--- config.mk ---
export PLATFORM = sky130hd
export DESIGN_NAME = timer4_counter_compare_regs
export DESIGN_NICKNAME = d
export VERILOG_FILES = /design/src/timer4_pkg.sv /design/src/compare_channel.sv /design/src/live_counter.sv /design/src/timer4_counter_compare_regs.sv
export SDC_FILE = /design/constraint.sdc
export NUM_CORES = 1
export LEC_CHECK = 0
export ABC_AREA = 0
export CAP_MARGIN = 20
export CORE_MARGIN = 2
export CORE_UTILIZATION = 58
export CTS_CLUSTER_SIZE = 25
export DETAILED_ROUTE_END_ITERATION = 6
export DONT_BUFFER_PORTS = 1
export PLACE_DENSITY = 0.82
export REMOVE_ABC_BUFFERS = 1
export SLEW_MARGIN = 20
export SYNTH_ARGS = -nofsm -noshare
export SYNTH_HDL_FRONTEND = slang
export SYNTH_SLANG_ARGS = --single-unit
--- constraint.sdc ---
create_clock -name clock -period 1.7 [get_ports clock]
set_clock_uncertainty 0.05 [all_clocks]
set_input_delay 0.425 -clock clock [delete_from_list [all_inputs] [get_ports clock]]
set_output_delay 0.425 -clock clock [all_outputs]
set_load 0.1 [all_outputs]
--- src/timer4_pkg.sv ---
// Purpose: shared constants and types of the 16-bit timer register block
// Assumes: classic wishbone slave, 32-bit data, register index = byte address / 4
// Notes: narrow registers sit in data bits 7:0, upper bits read as zero
package timer4_pkg;

  // ************************************************************
  // bus geometry
  // ************************************************************
  localparam int ADDR_W = 10;
  localparam int DATA_W = 32;
  localparam int IDX_W = 8;
  localparam int IDX_LSB = 2;
  localparam int BYTE_W = 8;
  localparam int VALUE_W = 16;
  localparam int CHANNELS = 3;

  // ************************************************************
  // register indices (byte address is four times the index)
  // ************************************************************
  localparam logic [IDX_W-1:0] IDX_COUNT_LOW = 8'ha4;
  localparam logic [IDX_W-1:0] IDX_COUNT_HIGH = 8'ha5;
  localparam logic [IDX_W-1:0] IDX_CMP_A_LOW = 8'ha8;
  localparam logic [IDX_W-1:0] IDX_CMP_A_HIGH = 8'ha9;
  localparam logic [IDX_W-1:0] IDX_CMP_B_LOW = 8'haa;
  localparam logic [IDX_W-1:0] IDX_CMP_B_HIGH = 8'hab;
  localparam logic [IDX_W-1:0] IDX_CMP_C_LOW = 8'hac;
  localparam logic [IDX_W-1:0] IDX_CMP_C_HIGH = 8'had;
  localparam logic [IDX_W-1:0] IDX_MATCH_STATUS = 8'hae;

  // ************************************************************
  // reset values and field masks
  // ************************************************************
  localparam logic [VALUE_W-1:0] VALUE_RESET = 16'h0000;
  localparam logic [BYTE_W-1:0] BYTE_RESET = 8'h00;
  localparam logic [DATA_W-1:0] DATA_ZERO = 32'h0000_0000;
  localparam logic [CHANNELS-1:0] CHAN_ZERO = 3'h0;
  localparam logic [VALUE_W-1:0] COUNT_STEP = 16'h0001;
  // bit 7 of the b and c low bytes is read-only
  localparam logic [BYTE_W-1:0] LOW_WMASK_A = 8'hff;
  localparam logic [BYTE_W-1:0] LOW_WMASK_BC = 8'h7f;
  localparam int CH_A = 0;
  localparam int CH_B = 1;
  localparam int CH_C = 2;

  // ************************************************************
  // carriers and state
  // ************************************************************
  typedef struct packed {
    logic cyc;
    logic stb;
    logic we;
    logic [ADDR_W-1:0] adr;
    logic [3:0] sel;
    logic [DATA_W-1:0] dat;
  } wb_req_t;

  typedef struct packed {
    logic ack;
    logic [DATA_W-1:0] dat;
  } wb_rsp_t;

  typedef enum logic [1:0] {
    BUS_IDLE = 2'b01,
    BUS_ACK = 2'b10
  } bus_state_t;

  typedef struct packed {
    bus_state_t bus;
    logic [BYTE_W-1:0] temp;
    logic [DATA_W-1:0] rdata;
    logic blockPending;
    logic [CHANNELS-1:0] matchStatus;
  } top_state_t;

endpackage : timer4_pkg

--- src/compare_channel.sv ---
// Purpose: one 16-bit output compare channel with match detection
// Assumes: count comes from the counter and tick from the prescaler, on the same clock
// Notes: match is a registered one-cycle pulse, one cycle after equality
`timescale 1ns/1ps
module compare_channel
  import timer4_pkg::*;
#(
  parameter logic [BYTE_W-1:0] LOW_WMASK = LOW_WMASK_A
) (
  // clock and reset
  input wire logic clock,
  input wire logic srst,
  // whole-word write from the staging latch
  input wire logic commit,
  input wire logic [BYTE_W-1:0] highByte,
  input wire logic [BYTE_W-1:0] lowByte,
  // counter side
  input wire logic tick,
  input wire logic block,
  input wire logic [VALUE_W-1:0] liveCount,
  // results
  output logic [VALUE_W-1:0] compareValue,
  output logic matchPulse
);

  // ************************************************************
  // channel state
  // ************************************************************
  typedef struct packed {
    logic [VALUE_W-1:0] value;
    logic match;
  } channel_state_t;

  channel_state_t state_q;
  channel_state_t state_d;

  // both bytes land in one edge so the value is never half old
  always_comb begin
    state_d = state_q;
    if (commit) begin
      state_d.value = {highByte, (lowByte & LOW_WMASK) |
                       (state_q.value[BYTE_W-1:0] & ~LOW_WMASK)};
    end
    // compared on every tick, dropped while a counter write blocks it
    state_d.match = tick && !block && (liveCount == state_q.value);
  end

  always_ff @(posedge clock) begin
    if (srst) begin
      state_q.value <= VALUE_RESET;
      state_q.match <= 1'b0;
    end else begin
      state_q <= state_d;
    end
  end

  assign compareValue = state_q.value;
  assign matchPulse = state_q.match;

endmodule : compare_channel

--- src/live_counter.sv ---
// Purpose: 16-bit up counter with a whole-word load port
// Assumes: tick is a one-cycle pulse from the prescaler on the same clock
// Notes: a load in the same cycle as a tick wins over the increment
`timescale 1ns/1ps
module live_counter
  import timer4_pkg::*;
(
  // clock and reset
  input wire logic clock,
  input wire logic srst,
  // control
  input wire logic tick,
  input wire logic load,
  input wire logic [VALUE_W-1:0] loadValue,
  // state
  output logic [VALUE_W-1:0] liveCount
);

  // ************************************************************
  // counter state
  // ************************************************************
  typedef struct packed {
    logic [VALUE_W-1:0] count;
  } counter_state_t;

  counter_state_t state_q;
  counter_state_t state_d;

  // next count: software load beats the running increment
  always_comb begin
    state_d = state_q;
    if (load) begin
      state_d.count = loadValue;
    end else if (tick) begin
      state_d.count = state_q.count + COUNT_STEP;
    end
  end

  always_ff @(posedge clock) begin
    if (srst) begin
      state_q.count <= VALUE_RESET;
    end else begin
      state_q <= state_d;
    end
  end

  assign liveCount = state_q.count;

endmodule : live_counter

--- src/timer4_counter_compare_regs.sv ---
// Purpose: register side of a 16-bit timer: live count and three compare channels
// Assumes: classic wishbone master, tick pulse from a prescaler on the same clock
// Notes: one shared high-byte staging latch serves every 16-bit register
`timescale 1ns/1ps
module timer4_counter_compare_regs
  import timer4_pkg::*;
(
  // clock and reset
  input wire logic clock,
  input wire logic srst,
  // wishbone slave
  input wire wb_req_t wbReq,
  output wb_rsp_t wbRsp,
  // timer clock tick from the prescaler
  input wire logic timerTick,
  // compare match requests towards the interrupt flag logic
  output logic [CHANNELS-1:0] compareMatch,
  // live values for the rest of the timer
  output logic [VALUE_W-1:0] liveCount
);

  // ************************************************************
  // state and bus decode
  // ************************************************************
  top_state_t state_q;
  top_state_t state_d;

  logic access;
  logic wrByte;
  logic [IDX_W-1:0] index;
  logic [BYTE_W-1:0] wrData;
  logic countWrite;
  logic [CHANNELS-1:0] cmpCommit;
  logic compareBlock;
  logic [VALUE_W-1:0] compareAValue;
  logic [VALUE_W-1:0] compareBValue;
  logic [VALUE_W-1:0] compareCValue;
  logic [CHANNELS-1:0] matchPulse;

  // a new request is taken only while no ack is outstanding
  assign access = wbReq.cyc && wbReq.stb && (state_q.bus == BUS_IDLE);
  // byte lane 0 carries every register; other lanes alone write nothing
  assign wrByte = access && wbReq.we && wbReq.sel[0];
  assign index = wbReq.adr[IDX_LSB +: IDX_W];
  assign wrData = wbReq.dat[BYTE_W-1:0];

  // low-byte writes commit the latch plus the bus byte as one word
  assign countWrite = wrByte && (index == IDX_COUNT_LOW);
  assign cmpCommit[CH_A] = wrByte && (index == IDX_CMP_A_LOW);
  assign cmpCommit[CH_B] = wrByte && (index == IDX_CMP_B_LOW);
  assign cmpCommit[CH_C] = wrByte && (index == IDX_CMP_C_LOW);

  // a count write landing on a tick edge also blocks that tick's compare
  assign compareBlock = state_q.blockPending || countWrite;

  // ************************************************************
  // counter and compare channels
  // ************************************************************
  // counter load uses the shared latch as its high byte
  live_counter u_counter (
    .clock(clock),
    .srst(srst),
    .tick(timerTick),
    .load(countWrite),
    .loadValue({state_q.temp, wrData}),
    .liveCount(liveCount)
  );

  // channel a: all bits writable
  compare_channel #(
    .LOW_WMASK(LOW_WMASK_A)
  ) u_cmp_a (
    .clock(clock),
    .srst(srst),
    .commit(cmpCommit[CH_A]),
    .highByte(state_q.temp),
    .lowByte(wrData),
    .tick(timerTick),
    .block(compareBlock),
    .liveCount(liveCount),
    .compareValue(compareAValue),
    .matchPulse(matchPulse[CH_A])
  );

  // channel b: low byte bit 7 read-only
  compare_channel #(
    .LOW_WMASK(LOW_WMASK_BC)
  ) u_cmp_b (
    .clock(clock),
    .srst(srst),
    .commit(cmpCommit[CH_B]),
    .highByte(state_q.temp),
    .lowByte(wrData),
    .tick(timerTick),
    .block(compareBlock),
    .liveCount(liveCount),
    .compareValue(compareBValue),
    .matchPulse(matchPulse[CH_B])
  );

  // channel c: low byte bit 7 read-only
  compare_channel #(
    .LOW_WMASK(LOW_WMASK_BC)
  ) u_cmp_c (
    .clock(clock),
    .srst(srst),
    .commit(cmpCommit[CH_C]),
    .highByte(state_q.temp),
    .lowByte(wrData),
    .tick(timerTick),
    .block(compareBlock),
    .liveCount(liveCount),
    .compareValue(compareCValue),
    .matchPulse(matchPulse[CH_C])
  );

  // ************************************************************
  // next state: bus, staging latch, block, status
  // ************************************************************
  always_comb begin
    state_d = state_q;

    // ack lasts exactly one cycle, then the slave is idle again
    case (state_q.bus)
      BUS_IDLE: begin
        if (access) begin
          state_d.bus = BUS_ACK;
        end
      end
      BUS_ACK: begin
        state_d.bus = BUS_IDLE;
      end
      default: begin
        state_d.bus = BUS_IDLE;
      end
    endcase

    // read data, captured with the request so it stands with ack
    if (access) begin
      state_d.rdata = DATA_ZERO;
      if (!wbReq.we) begin
        case (index)
          IDX_COUNT_LOW: begin
            state_d.rdata[BYTE_W-1:0] = liveCount[BYTE_W-1:0];
            // freeze the high half so a later high read pairs up
            state_d.temp = liveCount[VALUE_W-1:BYTE_W];
          end
          IDX_COUNT_HIGH: begin
            state_d.rdata[BYTE_W-1:0] = state_q.temp;
          end
          IDX_CMP_A_LOW: begin
            state_d.rdata[BYTE_W-1:0] = compareAValue[BYTE_W-1:0];
          end
          IDX_CMP_A_HIGH: begin
            state_d.rdata[BYTE_W-1:0] = compareAValue[VALUE_W-1:BYTE_W];
          end
          IDX_CMP_B_LOW: begin
            state_d.rdata[BYTE_W-1:0] = compareBValue[BYTE_W-1:0];
          end
          IDX_CMP_B_HIGH: begin
            state_d.rdata[BYTE_W-1:0] = compareBValue[VALUE_W-1:BYTE_W];
          end
          IDX_CMP_C_LOW: begin
            state_d.rdata[BYTE_W-1:0] = compareCValue[BYTE_W-1:0];
          end
          IDX_CMP_C_HIGH: begin
            state_d.rdata[BYTE_W-1:0] = compareCValue[VALUE_W-1:BYTE_W];
          end
          IDX_MATCH_STATUS: begin
            state_d.rdata[CHANNELS-1:0] = state_q.matchStatus;
          end
          default: begin
            state_d.rdata = DATA_ZERO;
          end
        endcase
      end
    end

    // any high-byte write only loads the one shared latch
    if (wrByte) begin
      case (index)
        IDX_COUNT_HIGH, IDX_CMP_A_HIGH, IDX_CMP_B_HIGH, IDX_CMP_C_HIGH: begin
          state_d.temp = wrData;
        end
        default: begin
          state_d.temp = state_d.temp;
        end
      endcase
    end

    // block lives until the tick after the write; a new write re-arms it
    if (countWrite) begin
      state_d.blockPending = 1'b1;
    end else if (timerTick) begin
      state_d.blockPending = 1'b0;
    end

    // sticky matches, write one to clear; a match in the clear cycle wins
    if (wrByte && (index == IDX_MATCH_STATUS)) begin
      state_d.matchStatus = state_q.matchStatus & ~wrData[CHANNELS-1:0];
    end
    state_d.matchStatus = state_d.matchStatus | matchPulse;
  end

  // ************************************************************
  // registers
  // ************************************************************
  always_ff @(posedge clock) begin
    if (srst) begin
      state_q.bus <= BUS_IDLE;
      state_q.temp <= BYTE_RESET;
      state_q.rdata <= DATA_ZERO;
      state_q.blockPending <= 1'b0;
      state_q.matchStatus <= CHAN_ZERO;
    end else begin
      state_q <= state_d;
    end
  end

  // ************************************************************
  // outputs
  // ************************************************************
  // ack is a register, so the answer always comes one edge after the request
  assign wbRsp.ack = (state_q.bus == BUS_ACK);
  assign wbRsp.dat = state_q.rdata;
  assign compareMatch = matchPulse;

endmodule : timer4_counter_compare_regs

==> results of run 1 <==
-- kinds of logic after synthesis --
logic type                 after synthesis  synth area share, %
AOI/OAI and AO/OA                      193                22.87
and+or+nand+nor                        172                19.16
buffers and inverters                  118                12.25
DFF                                     87                32.29
xor gates and xnor gates                58                9.418
muxes                                   17                3.711
adders and majority gates                1               0.2319
other                                    1              0.06952
-- placed cells by master (no fill, tap or decap), types with 7 or more instances in the layout --
| master | instances |
|---|---|
| xnor2_1 | 40 |
| nand2_1 | 15 |
| dfxtp_1 | 79 |
| nand4_1 | 16 |
| nor2_1 | 9 |
| buf_6 | 10 |
| buf_4 | 70 |
| nand3_1 | 57 |
| o21ai_0 | 49 |
| a21oi_1 | 59 |
| a211oi_1 | 13 |
| clkbuf_8 | 10 |
| o21ai_1 | 11 |
| a221oi_1 | 7 |
| mux2i_1 | 11 |
| a32oi_1 | 9 |
| inv_1 | 17 |
| conb_1 | 24 |
| xor2_1 | 18 |
| nor3_1 | 20 |
-- report_power, final --
group	internal (mW)	switching, mW
clock network	0.857	0.767
registers	2.05	0.0176
logic	0.152	0.483
-- final cells by class --
class	count	area, µm²
Timing Repair Buffer	85	743.2
Sequential cell	87	1757
Inverter	17	63.81
Multi-Input combinational cell	465	3147
Fill cell	766	3048
Clock buffer	11	141.4
Tap cell	111	138.9
Clock inverter	4	70.07
-- final timing paths --
kind,from,end,slack [ps]
worst min-delay path,srst,u_cmp_a.compareValue[3],70
worst max-delay path,u_counter.liveCount[10],u_cmp_c.matchPulse,-70
worst min register to register,wbRsp[5],wbRsp[5],450
worst max register to register,u_counter.liveCount[10],u_cmp_c.matchPulse,-70
-- repair_timing --
action                     CTS  global route
cloned                       0             1
setup endpoints to repair   25            20
setup buffers                0             5
resized for setup           12            21
hold buffers                 0             0
pin swaps                    1             4
-- stage by stage --
step                      setup TNS, ps  area, µm²  cells
final                            -74.82       6061    780
after global routing             -78.77       6061    780
after CTS                        -42.74       5929    774
after detailed placement          -1477       5668    759
after global placement           -730.0       5668    759
after floorplan                  -46490       4883    569
-- routing by layer --
metal,vias to the layer above,global-route usage (%)
met3,86,6.198
met4,0,14.65
met1,2585,44.73
met5,-,0
met2,405,55.60
li1,2350,-
-- synth_stat cells, types with 2 or more instances --
cell type	instances
nor3_1	21
inv_1	17
o31ai_1	3
clkbuf_1	29
o22ai_1	2
o21ai_0	49
mux2i_1	11
and3_1	4
nand4b_1	2
nand2b_1	4
o21ai_1	11
a31o_1	2
a21oi_1	59
a221oi_1	7
buf_6	3
or4_1	3
nor2_1	9
nand4_1	16
a22o_1	4
nand3b_1	5
nor4b_1	3
mux2_2	3
buf_2	24
buf_4	44
and4_1	4
nand2_1	15
nor2b_1	5
a22oi_1	3
a211oi_1	13
a31o_2	6
mux4_2	2
xor2_1	18
dfxtp_1	87
nor4_1	6
a32o_1	2
a222oi_1	2
o32ai_1	2
and2_1	2
xnor2_1	40
a311oi_1	7
nand3_1	58
a32oi_1	9
a21boi_0	3
-- critical path: stages, from the launching register on --
cell and delay (ps):
dfxtp_2 380, buf_12 150, xor2_1 170, nor4_2 340, nand4_1 200, nor4_2 280, buf_4 170
-- registers in the layout, indices dropped and copies added, names as in the netlist --
name	count
u_cmp_c.matchPulse	1
u_cmp_a.compareValue	16
u_cmp_b.compareValue	15
wbRsp	8
u_cmp_b.matchPulse	1
u_counter.liveCount	16
state_q	14
u_cmp_a.matchPulse	1
u_cmp_c.compareValue	15
==> qor.csv, run 1 <==
stage,metric,value,unit
synth,Async SR Flop Fraction,0,%
pwr,Leakage,2.127,nW
sta,fmax,563.4,MHz
sta,crit path time final,1775,ps
die,I/O pins,104,
die,Initial Util,59.22,%
synth,synthesized flop and latch total,87,
cts,worst skew pair latency,370,ps
placed_design,Post-DP HPWL,11860,µm
run_status,status,"finished, violations left",
synth,synthesized instance count,647,
cts,TritonCTS Buffers,9,
routing,via count,5426,
critical_path,Crit Path Class,reg -> reg,
routing,Highest Signal Layer,met4,
finish,ratio of cells with drive above 1 in the final layout,20.93,%
routing,routed wire length on met3,2048,µm
global_routing,number of global-route vias before repair,4962,
finish,Final nets,718,
routing,drt wl/cell,22.61,µm
die,die height,100.4,µm
sta,post-route worst setup slack,-74.82,ps
sta,RSZ-0062 raised after global routing,yes,
synth,top post-synthesis cells by area,"dfxtp_1, xnor2_1, buf_4, a21oi_1, nand3_1",
sta,Slew HR,59.36,%
sta,Worst-Margin Slew,608.1,ps
routing,remaining antenna violation count,0,
synth,Post-synth EDFFs,0,
synth,post-synthesis cell area,5394,µm²
global_routing,largest net degree at the start of global routing,87,
cts,H-tree Lvls,3,
critical_path,startpoint types,flop,
run_status,failing checks,setup timing,
pwr,total chip power,4.332,mW
finish,Area Overhead vs Synth,12.36,%
flow_run,max cap viols,0,
routing,Met2 Wirelength,8172,µm
finish,final core occ,66.54,%
cts,CTS Sinks,87,
global_routing,global route overflow,0,
sta,max-slew violation count,0,
cts,clk buf depth,2,
sta,final setup fails,1,
die,Core ar.,9109,µm²
cts,CTS tree,done,
critical_path,Critical Path RT,1970,ps
synth,Synth Warn #,0,
critical_path,WP data arrival,2040,ps
synth,Most used DFF post-synth,dfxtp_1,
critical_path,Setup crit end kind,flop,
global_routing,initial antenna violation count,0,
global_routing,first-pass GRT wire length,26780,µm
finish,n_diodes,0,
synth,Avg Inst Size Synth,8.337,µm²
placed_design,count of input and output buffers,0,
cts,CTS clock-pin slew for the worst setup and hold paths,90,ps
routing,Iter 0 DRT Violations,734,
cts,Root Buffer,clkbuf_8,
routing,Initial DRT Pass Iterations,7,
sta,"Period Utilization, post-route",104.4,%
sta,Hold Slack,69.71,ps
routing,DRT met1 WL,6554,µm
routing,# DRC,0,
die,Die W,100.4,µm
pwr,peak supply drop,420.4,µV
synth,Yosys top cell area share,32.29,%
critical_path,"Max FO, Critical Path",6,
die,row count,35,
routing,via/cell ratio,6.956,
hold_path,WHS Path Cells,1,
die,Die ar.,10090,µm²
sta,Final Hold Vio Count,0,
placed_design,pre-CTS setup slack,-164.2,ps
synth,sequential area share after synthesis,32.29,%
routing,Post-Route WL,17640,µm
placed_design,placer congestion estimate,1.023,
pwr,power density over the cells,714.7,nW/µm²
critical_path,Reg2Reg Depth,6,
synth,Yosys cell types,71,
hold_path,type of the most critical hold path,in -> reg,
synth,Synth area leader,dfxtp_1,
global_routing,GRT Overall Usage,34.23,%
No activity file was read; power rests on OpenSTA's default activity.
==> run 2, diff against run 1 <==
Settings changed: MAX_ROUTING_LAYER set to met4, SLEW_MARGIN 20 to unset.
==> qor.csv, run 2 (synthesized netlist as in run 1, its figures left out) <==
stage,metric,value,unit
run_status,status,"finished, violations left",
run_status,failing checks,"DRC, setup timing",
sta,Slew HR,58.53,%
routing,Post-Route WL,18180,µm
critical_path,Critical Path RT,1910,ps
cts,H-tree Lvls,3,
die,I/O pins,104,
placed_design,Post-DP HPWL,12100,µm
routing,Highest Signal Layer,met4,
finish,ratio of cells with drive above 1 in the final layout,23.27,%
critical_path,largest stage delay on the critical path,340,ps
die,Core ar.,9109,µm²
pwr,Logic pwr share,16.0,%
sta,max-slew violation count,0,
routing,remaining antenna violation count,0,
routing,drt wl/cell,23.01,µm
global_routing,first-pass GRT wire length,26980,µm
sta,Final Hold Vio Count,0,
die,Die W,100.4,µm
die,die height,100.4,µm
routing,Initial DRT Pass Iterations,7,
cts,CTS tree,done,
pwr,peak supply drop,369.9,µV
placed_design,placed insts,767,
pwr,clock network power share,32.8,%
pwr,total chip power,4.044,mW
finish,fillers,688,
pwr,Pint,2.749,mW
cts,clk buf depth,2,
finish,"commonest cells after routing, fill and taps aside","buf_4, dfxtp_1, nand3_1, a21oi_1, o21ai_0",
pwr,power density over the cells,653.8,nW/µm²
routing,via count,5529,
flow_run,max cap viols,0,
hold_path,type of the most critical hold path,in -> reg,
global_routing,global route overflow,0,
die,Die ar.,10090,µm²
routing,DRT met1 WL,6633,µm
placed_design,placer congestion estimate,1.010,
die,Initial Util,59.22,%
cts,TritonCTS Buffers,9,
global_routing,initial antenna violation count,0,
finish,Final nets,727,
sta,fmax,585.9,MHz
finish,final core occ,67.90,%
critical_path,CP max stage cell,dfxtp_2,
critical_path,startpoint types,flop,
routing,routed wire length on met3,2103,µm
routing,Iter 0 DRT Violations,793,
critical_path,"reg-to-reg slack, setup",-7,ps
pwr,Leakage,2.174,nW
pwr,Reg power frac,51.3,%
global_routing,number of global-route vias before repair,5106,
finish,Area Overhead vs Synth,14.66,%
sta,final setup fails,2,
finish,n_diodes,0,
pwr,Switching Power,1.295,mW
pwr,sw frac,32.02,%
cts,Root Buffer,clkbuf_8,
routing,# DRC,13,
global_routing,GRT Overall Usage,35.66,%
sta,RSZ-0062 raised after global routing,yes,
placed_design,count of input and output buffers,0,
finish,Non-Filler Instances,790,
critical_path,CP bufs+invs,3,
sta,post-route worst setup slack,-6.744,ps
routing,Met2 Wirelength,8411,µm
critical_path,Crit Path Class,reg -> reg,
critical_path,Setup crit end kind,flop,
critical_path,kind of cell adding the most delay to the critical path,buffers and inverters,
routing,via/cell ratio,6.999,
cts,CTS Sinks,87,
sta,"Period Utilization, post-route",100.4,%
die,row count,35,
placed_design,pre-CTS setup slack,-102.3,ps
global_routing,largest net degree at the start of global routing,87,
cts,CTS clock-pin slew for the worst setup and hold paths,100,ps
sta,crit path time final,1707,ps
cts,worst skew pair latency,370,ps
critical_path,"critical path, cell by cell",nand4b_4 > buf_6 > a2111oi_4 > buf_4 > clkbuf_16 > a31o_4 > a21oi_1,
critical_path,"Max FO, Critical Path",8,
sta,Hold Slack,55.80,ps
sta,Worst-Margin Slew,620.5,ps
critical_path,WP data arrival,1910,ps
## run 2: final timing paths
kind / from / end / cells after the start
max: state_q[45] / state_q[41] / 7
min: srst / u_counter.liveCount[6] / 1
max reg2reg: state_q[45] / state_q[41] / 7
min reg2reg: wbRsp[4] / wbRsp[4] / 2
## run 2: metal layers
| metal | GRT usage (%) | vias to the layer above |
|---|---|---|
| met2 | 55.29 | 456 |
| met5 | - | - |
| met4 | 19.18 | 0 |
| met1 | 44.51 | 2603 |
| li1 | - | 2376 |
| met3 | 5.919 | 94 |
## run 2: final cells by class
cell class	count	area [µm²]	share of cell area [%]
multi-input combinational	465	3243	52.44
sequential	87	1760	28.46
timing repair buffer	94	813.3	13.15
tap	111	138.9	2.246
clock buffer	11	131.4	2.124
inverter	17	63.81	1.032
clock inverter	5	33.78	0.5462
## run 2: power by group through the flow
stage                     logic [mW]  registers (mW)  clock network [mW]
after global routing           0.667            2.07                1.39
after CTS                      0.612            2.07                1.30
final                          0.645            2.07                1.33
after global placement         0.598            2.12                   0
after floorplan                0.390            2.20                   0
after detailed placement       0.606            2.12                   0
## run 2: what timing repair did
item / in CTS / in global routing
cloned: 0 / 1
pin swaps: 1 / 20
endpoints found under the setup margin: 25 / 30
hold buffers: 0 / 0
setup buffers: 0 / 6
resized for setup: 10 / 43
## run 2: through the flow
step,area [µm²],TNS [ps]
6_report,6185,-11.65
5_1_grt,6185,-412.4
4_1_cts,5913,0
3_5_place_dp,5715,-1975
3_3_place_gp,5715,-877.6
2_1_floorplan,4883,-46490
==> run 3, diff against run 2 <==
Settings changed: REMOVE_ABC_BUFFERS 1 to unset.
==> qor.csv, run 3 (synthesized netlist as in run 1, its figures left out) <==
stage,metric,value,unit
placed_design,placer congestion estimate,0.9578,
finish,Area Overhead vs Synth,12.06,%
die,die height,100.4,µm
flow_run,max cap viols,0,
routing,via/cell ratio,6.701,
cts,CTS tree,done,
critical_path,"Max FO, Critical Path",9,
routing,# DRC,0,
sta,Slew HR,64.14,%
routing,Iter 0 DRT Violations,533,
critical_path,WP data arrival,1910,ps
critical_path,CP max stage cell,nor4b_1,
global_routing,GRT Overall Usage,37.27,%
critical_path,startpoint types,flop,
pwr,peak supply drop,507.4,µV
pwr,total chip power,4.150,mW
global_routing,initial antenna violation count,0,
critical_path,"critical path, cell by cell",nor4b_1 > o21ai_0 > nor4_1 > buf_4,
cts,Root Buffer,clkbuf_8,
critical_path,largest stage delay on the critical path,500,ps
finish,Final nets,716,
routing,drt wl/cell,22.74,µm
routing,via count,5220,
finish,final core occ,66.36,%
placed_design,placed insts,760,
die,row count,35,
global_routing,global route overflow,0,
sta,RSZ-0062 raised after global routing,yes,
die,Die ar.,10090,µm²
sta,"Period Utilization, post-route",97.20,%
cts,CTS Hold Bufs,0,
placed_design,count of input and output buffers,0,
finish,"most common cell after layout, fill and taps aside",buf_4,
die,I/O pins,104,
cts,clk buf depth,2,
cts,H-tree Lvls,3,
finish,n_diodes,0,
cts,CTS Sinks,87,
cts,worst skew pair latency,360,ps
sta,final setup fails,0,
global_routing,number of global-route vias before repair,4993,
sta,crit path time final,1652,ps
routing,remaining antenna violation count,0,
critical_path,Critical Path RT,1960,ps
cts,CTS clock-pin slew for the worst setup and hold paths,100,ps
sta,Hold Slack,61.34,ps
sta,max-slew violation count,0,
die,Initial Util,59.22,%
critical_path,kind of cell adding the most delay to the critical path,simple AND/OR/NAND/NOR gates,
global_routing,first-pass GRT wire length,27700,µm
run_status,status,"finished, final reports clean",
finish,fin area,6045,µm²
die,Core ar.,9109,µm²
critical_path,"reg-to-reg slack, setup",50,ps
critical_path,Setup crit end kind,flop,
finish,Non-Filler Instances,779,
critical_path,Crit Path Class,reg -> reg,
cts,TritonCTS Buffers,9,
routing,Post-Route WL,17720,µm
placed_design,Post-DP HPWL,12650,µm
finish,"commonest cells after routing, fill and taps aside","buf_4, dfxtp_1, a21oi_1, nand3_1, o21ai_0",
sta,Final Hold Vio Count,0,
finish,ratio of cells with drive above 1 in the final layout,23.50,%
routing,Initial DRT Pass Iterations,5,
die,Die W,100.4,µm
pwr,Leakage,2.087,nW
pwr,power density over the cells,686.6,nW/µm²
sta,Worst-Margin Slew,536.6,ps
finish,fillers,792,
critical_path,CP bufs+invs,1,
hold_path,type of the most critical hold path,in -> reg,
global_routing,largest net degree at the start of global routing,87,
placed_design,DP Area,5771,µm²
sta,fmax,605.2,MHz
-- run 3: path summary, 6_finish.rpt --
kind         depth (start not counted)                    from                      end
min reg2reg                          2              state_q[3]               state_q[3]
min                                  1                    srst  u_counter.liveCount[11]
max reg2reg                          4  u_counter.liveCount[7]       u_cmp_c.matchPulse
max                                  4  u_counter.liveCount[7]       u_cmp_c.matchPulse
-- run 3: cell type report --
class	count	area, µm²	area share [%]
Inverter	17	63.81	1.056
Multi-Input combinational cell	465	3199	52.93
Clock buffer	9	123.9	2.049
Clock inverter	7	72.57	1.201
Sequential cell	87	1798	29.75
Timing Repair Buffer	83	648.1	10.72
Tap cell	111	138.9	2.298
-- run 3: timing repair --
| item | in CTS | in global routing |
|---|---|---|
| gates resized for setup | 2 | 14 |
| pin swaps | 0 | 1 |
| setup endpoints to repair | 1 | 34 |
| buffers inserted | 0 | 3 |
| cloned | 0 | 0 |
| hold endpoints to repair | 0 | 0 |
-- run 3: per-layer routing --
metal / part of all wire, % / wire (µm) / GRT usage (%) / vias to the layer above
li1: - / - / - / 2349
met1: 39 / 6980 / 46.93 / 2466
met2: 45 / 7899 / 56.74 / 330
met3: 11 / 1957 / 9.401 / 75
met4: 5.0 / 880 / 16.33 / 0
met5: 0 / 0 / - / -
-- run 3: per-stage QoR --
step / TNS (ps) / worst slack, ps
2_1_floorplan: -1468 / -214.3
3_3_place_gp: -6.877 / -6.877
3_5_place_dp: -421.4 / -82.28
4_1_cts: 0 / 0.3388
5_1_grt: -29.93 / -19.36
6_report: 0 / 47.56
-- run 3: where the power goes --
part / switching (mW) / internal [mW] / total (mW)
combinational: 0.475 / 0.146 / 0.621
clock: 0.788 / 0.682 / 1.47
sequential: 0.0218 / 2.04 / 2.06
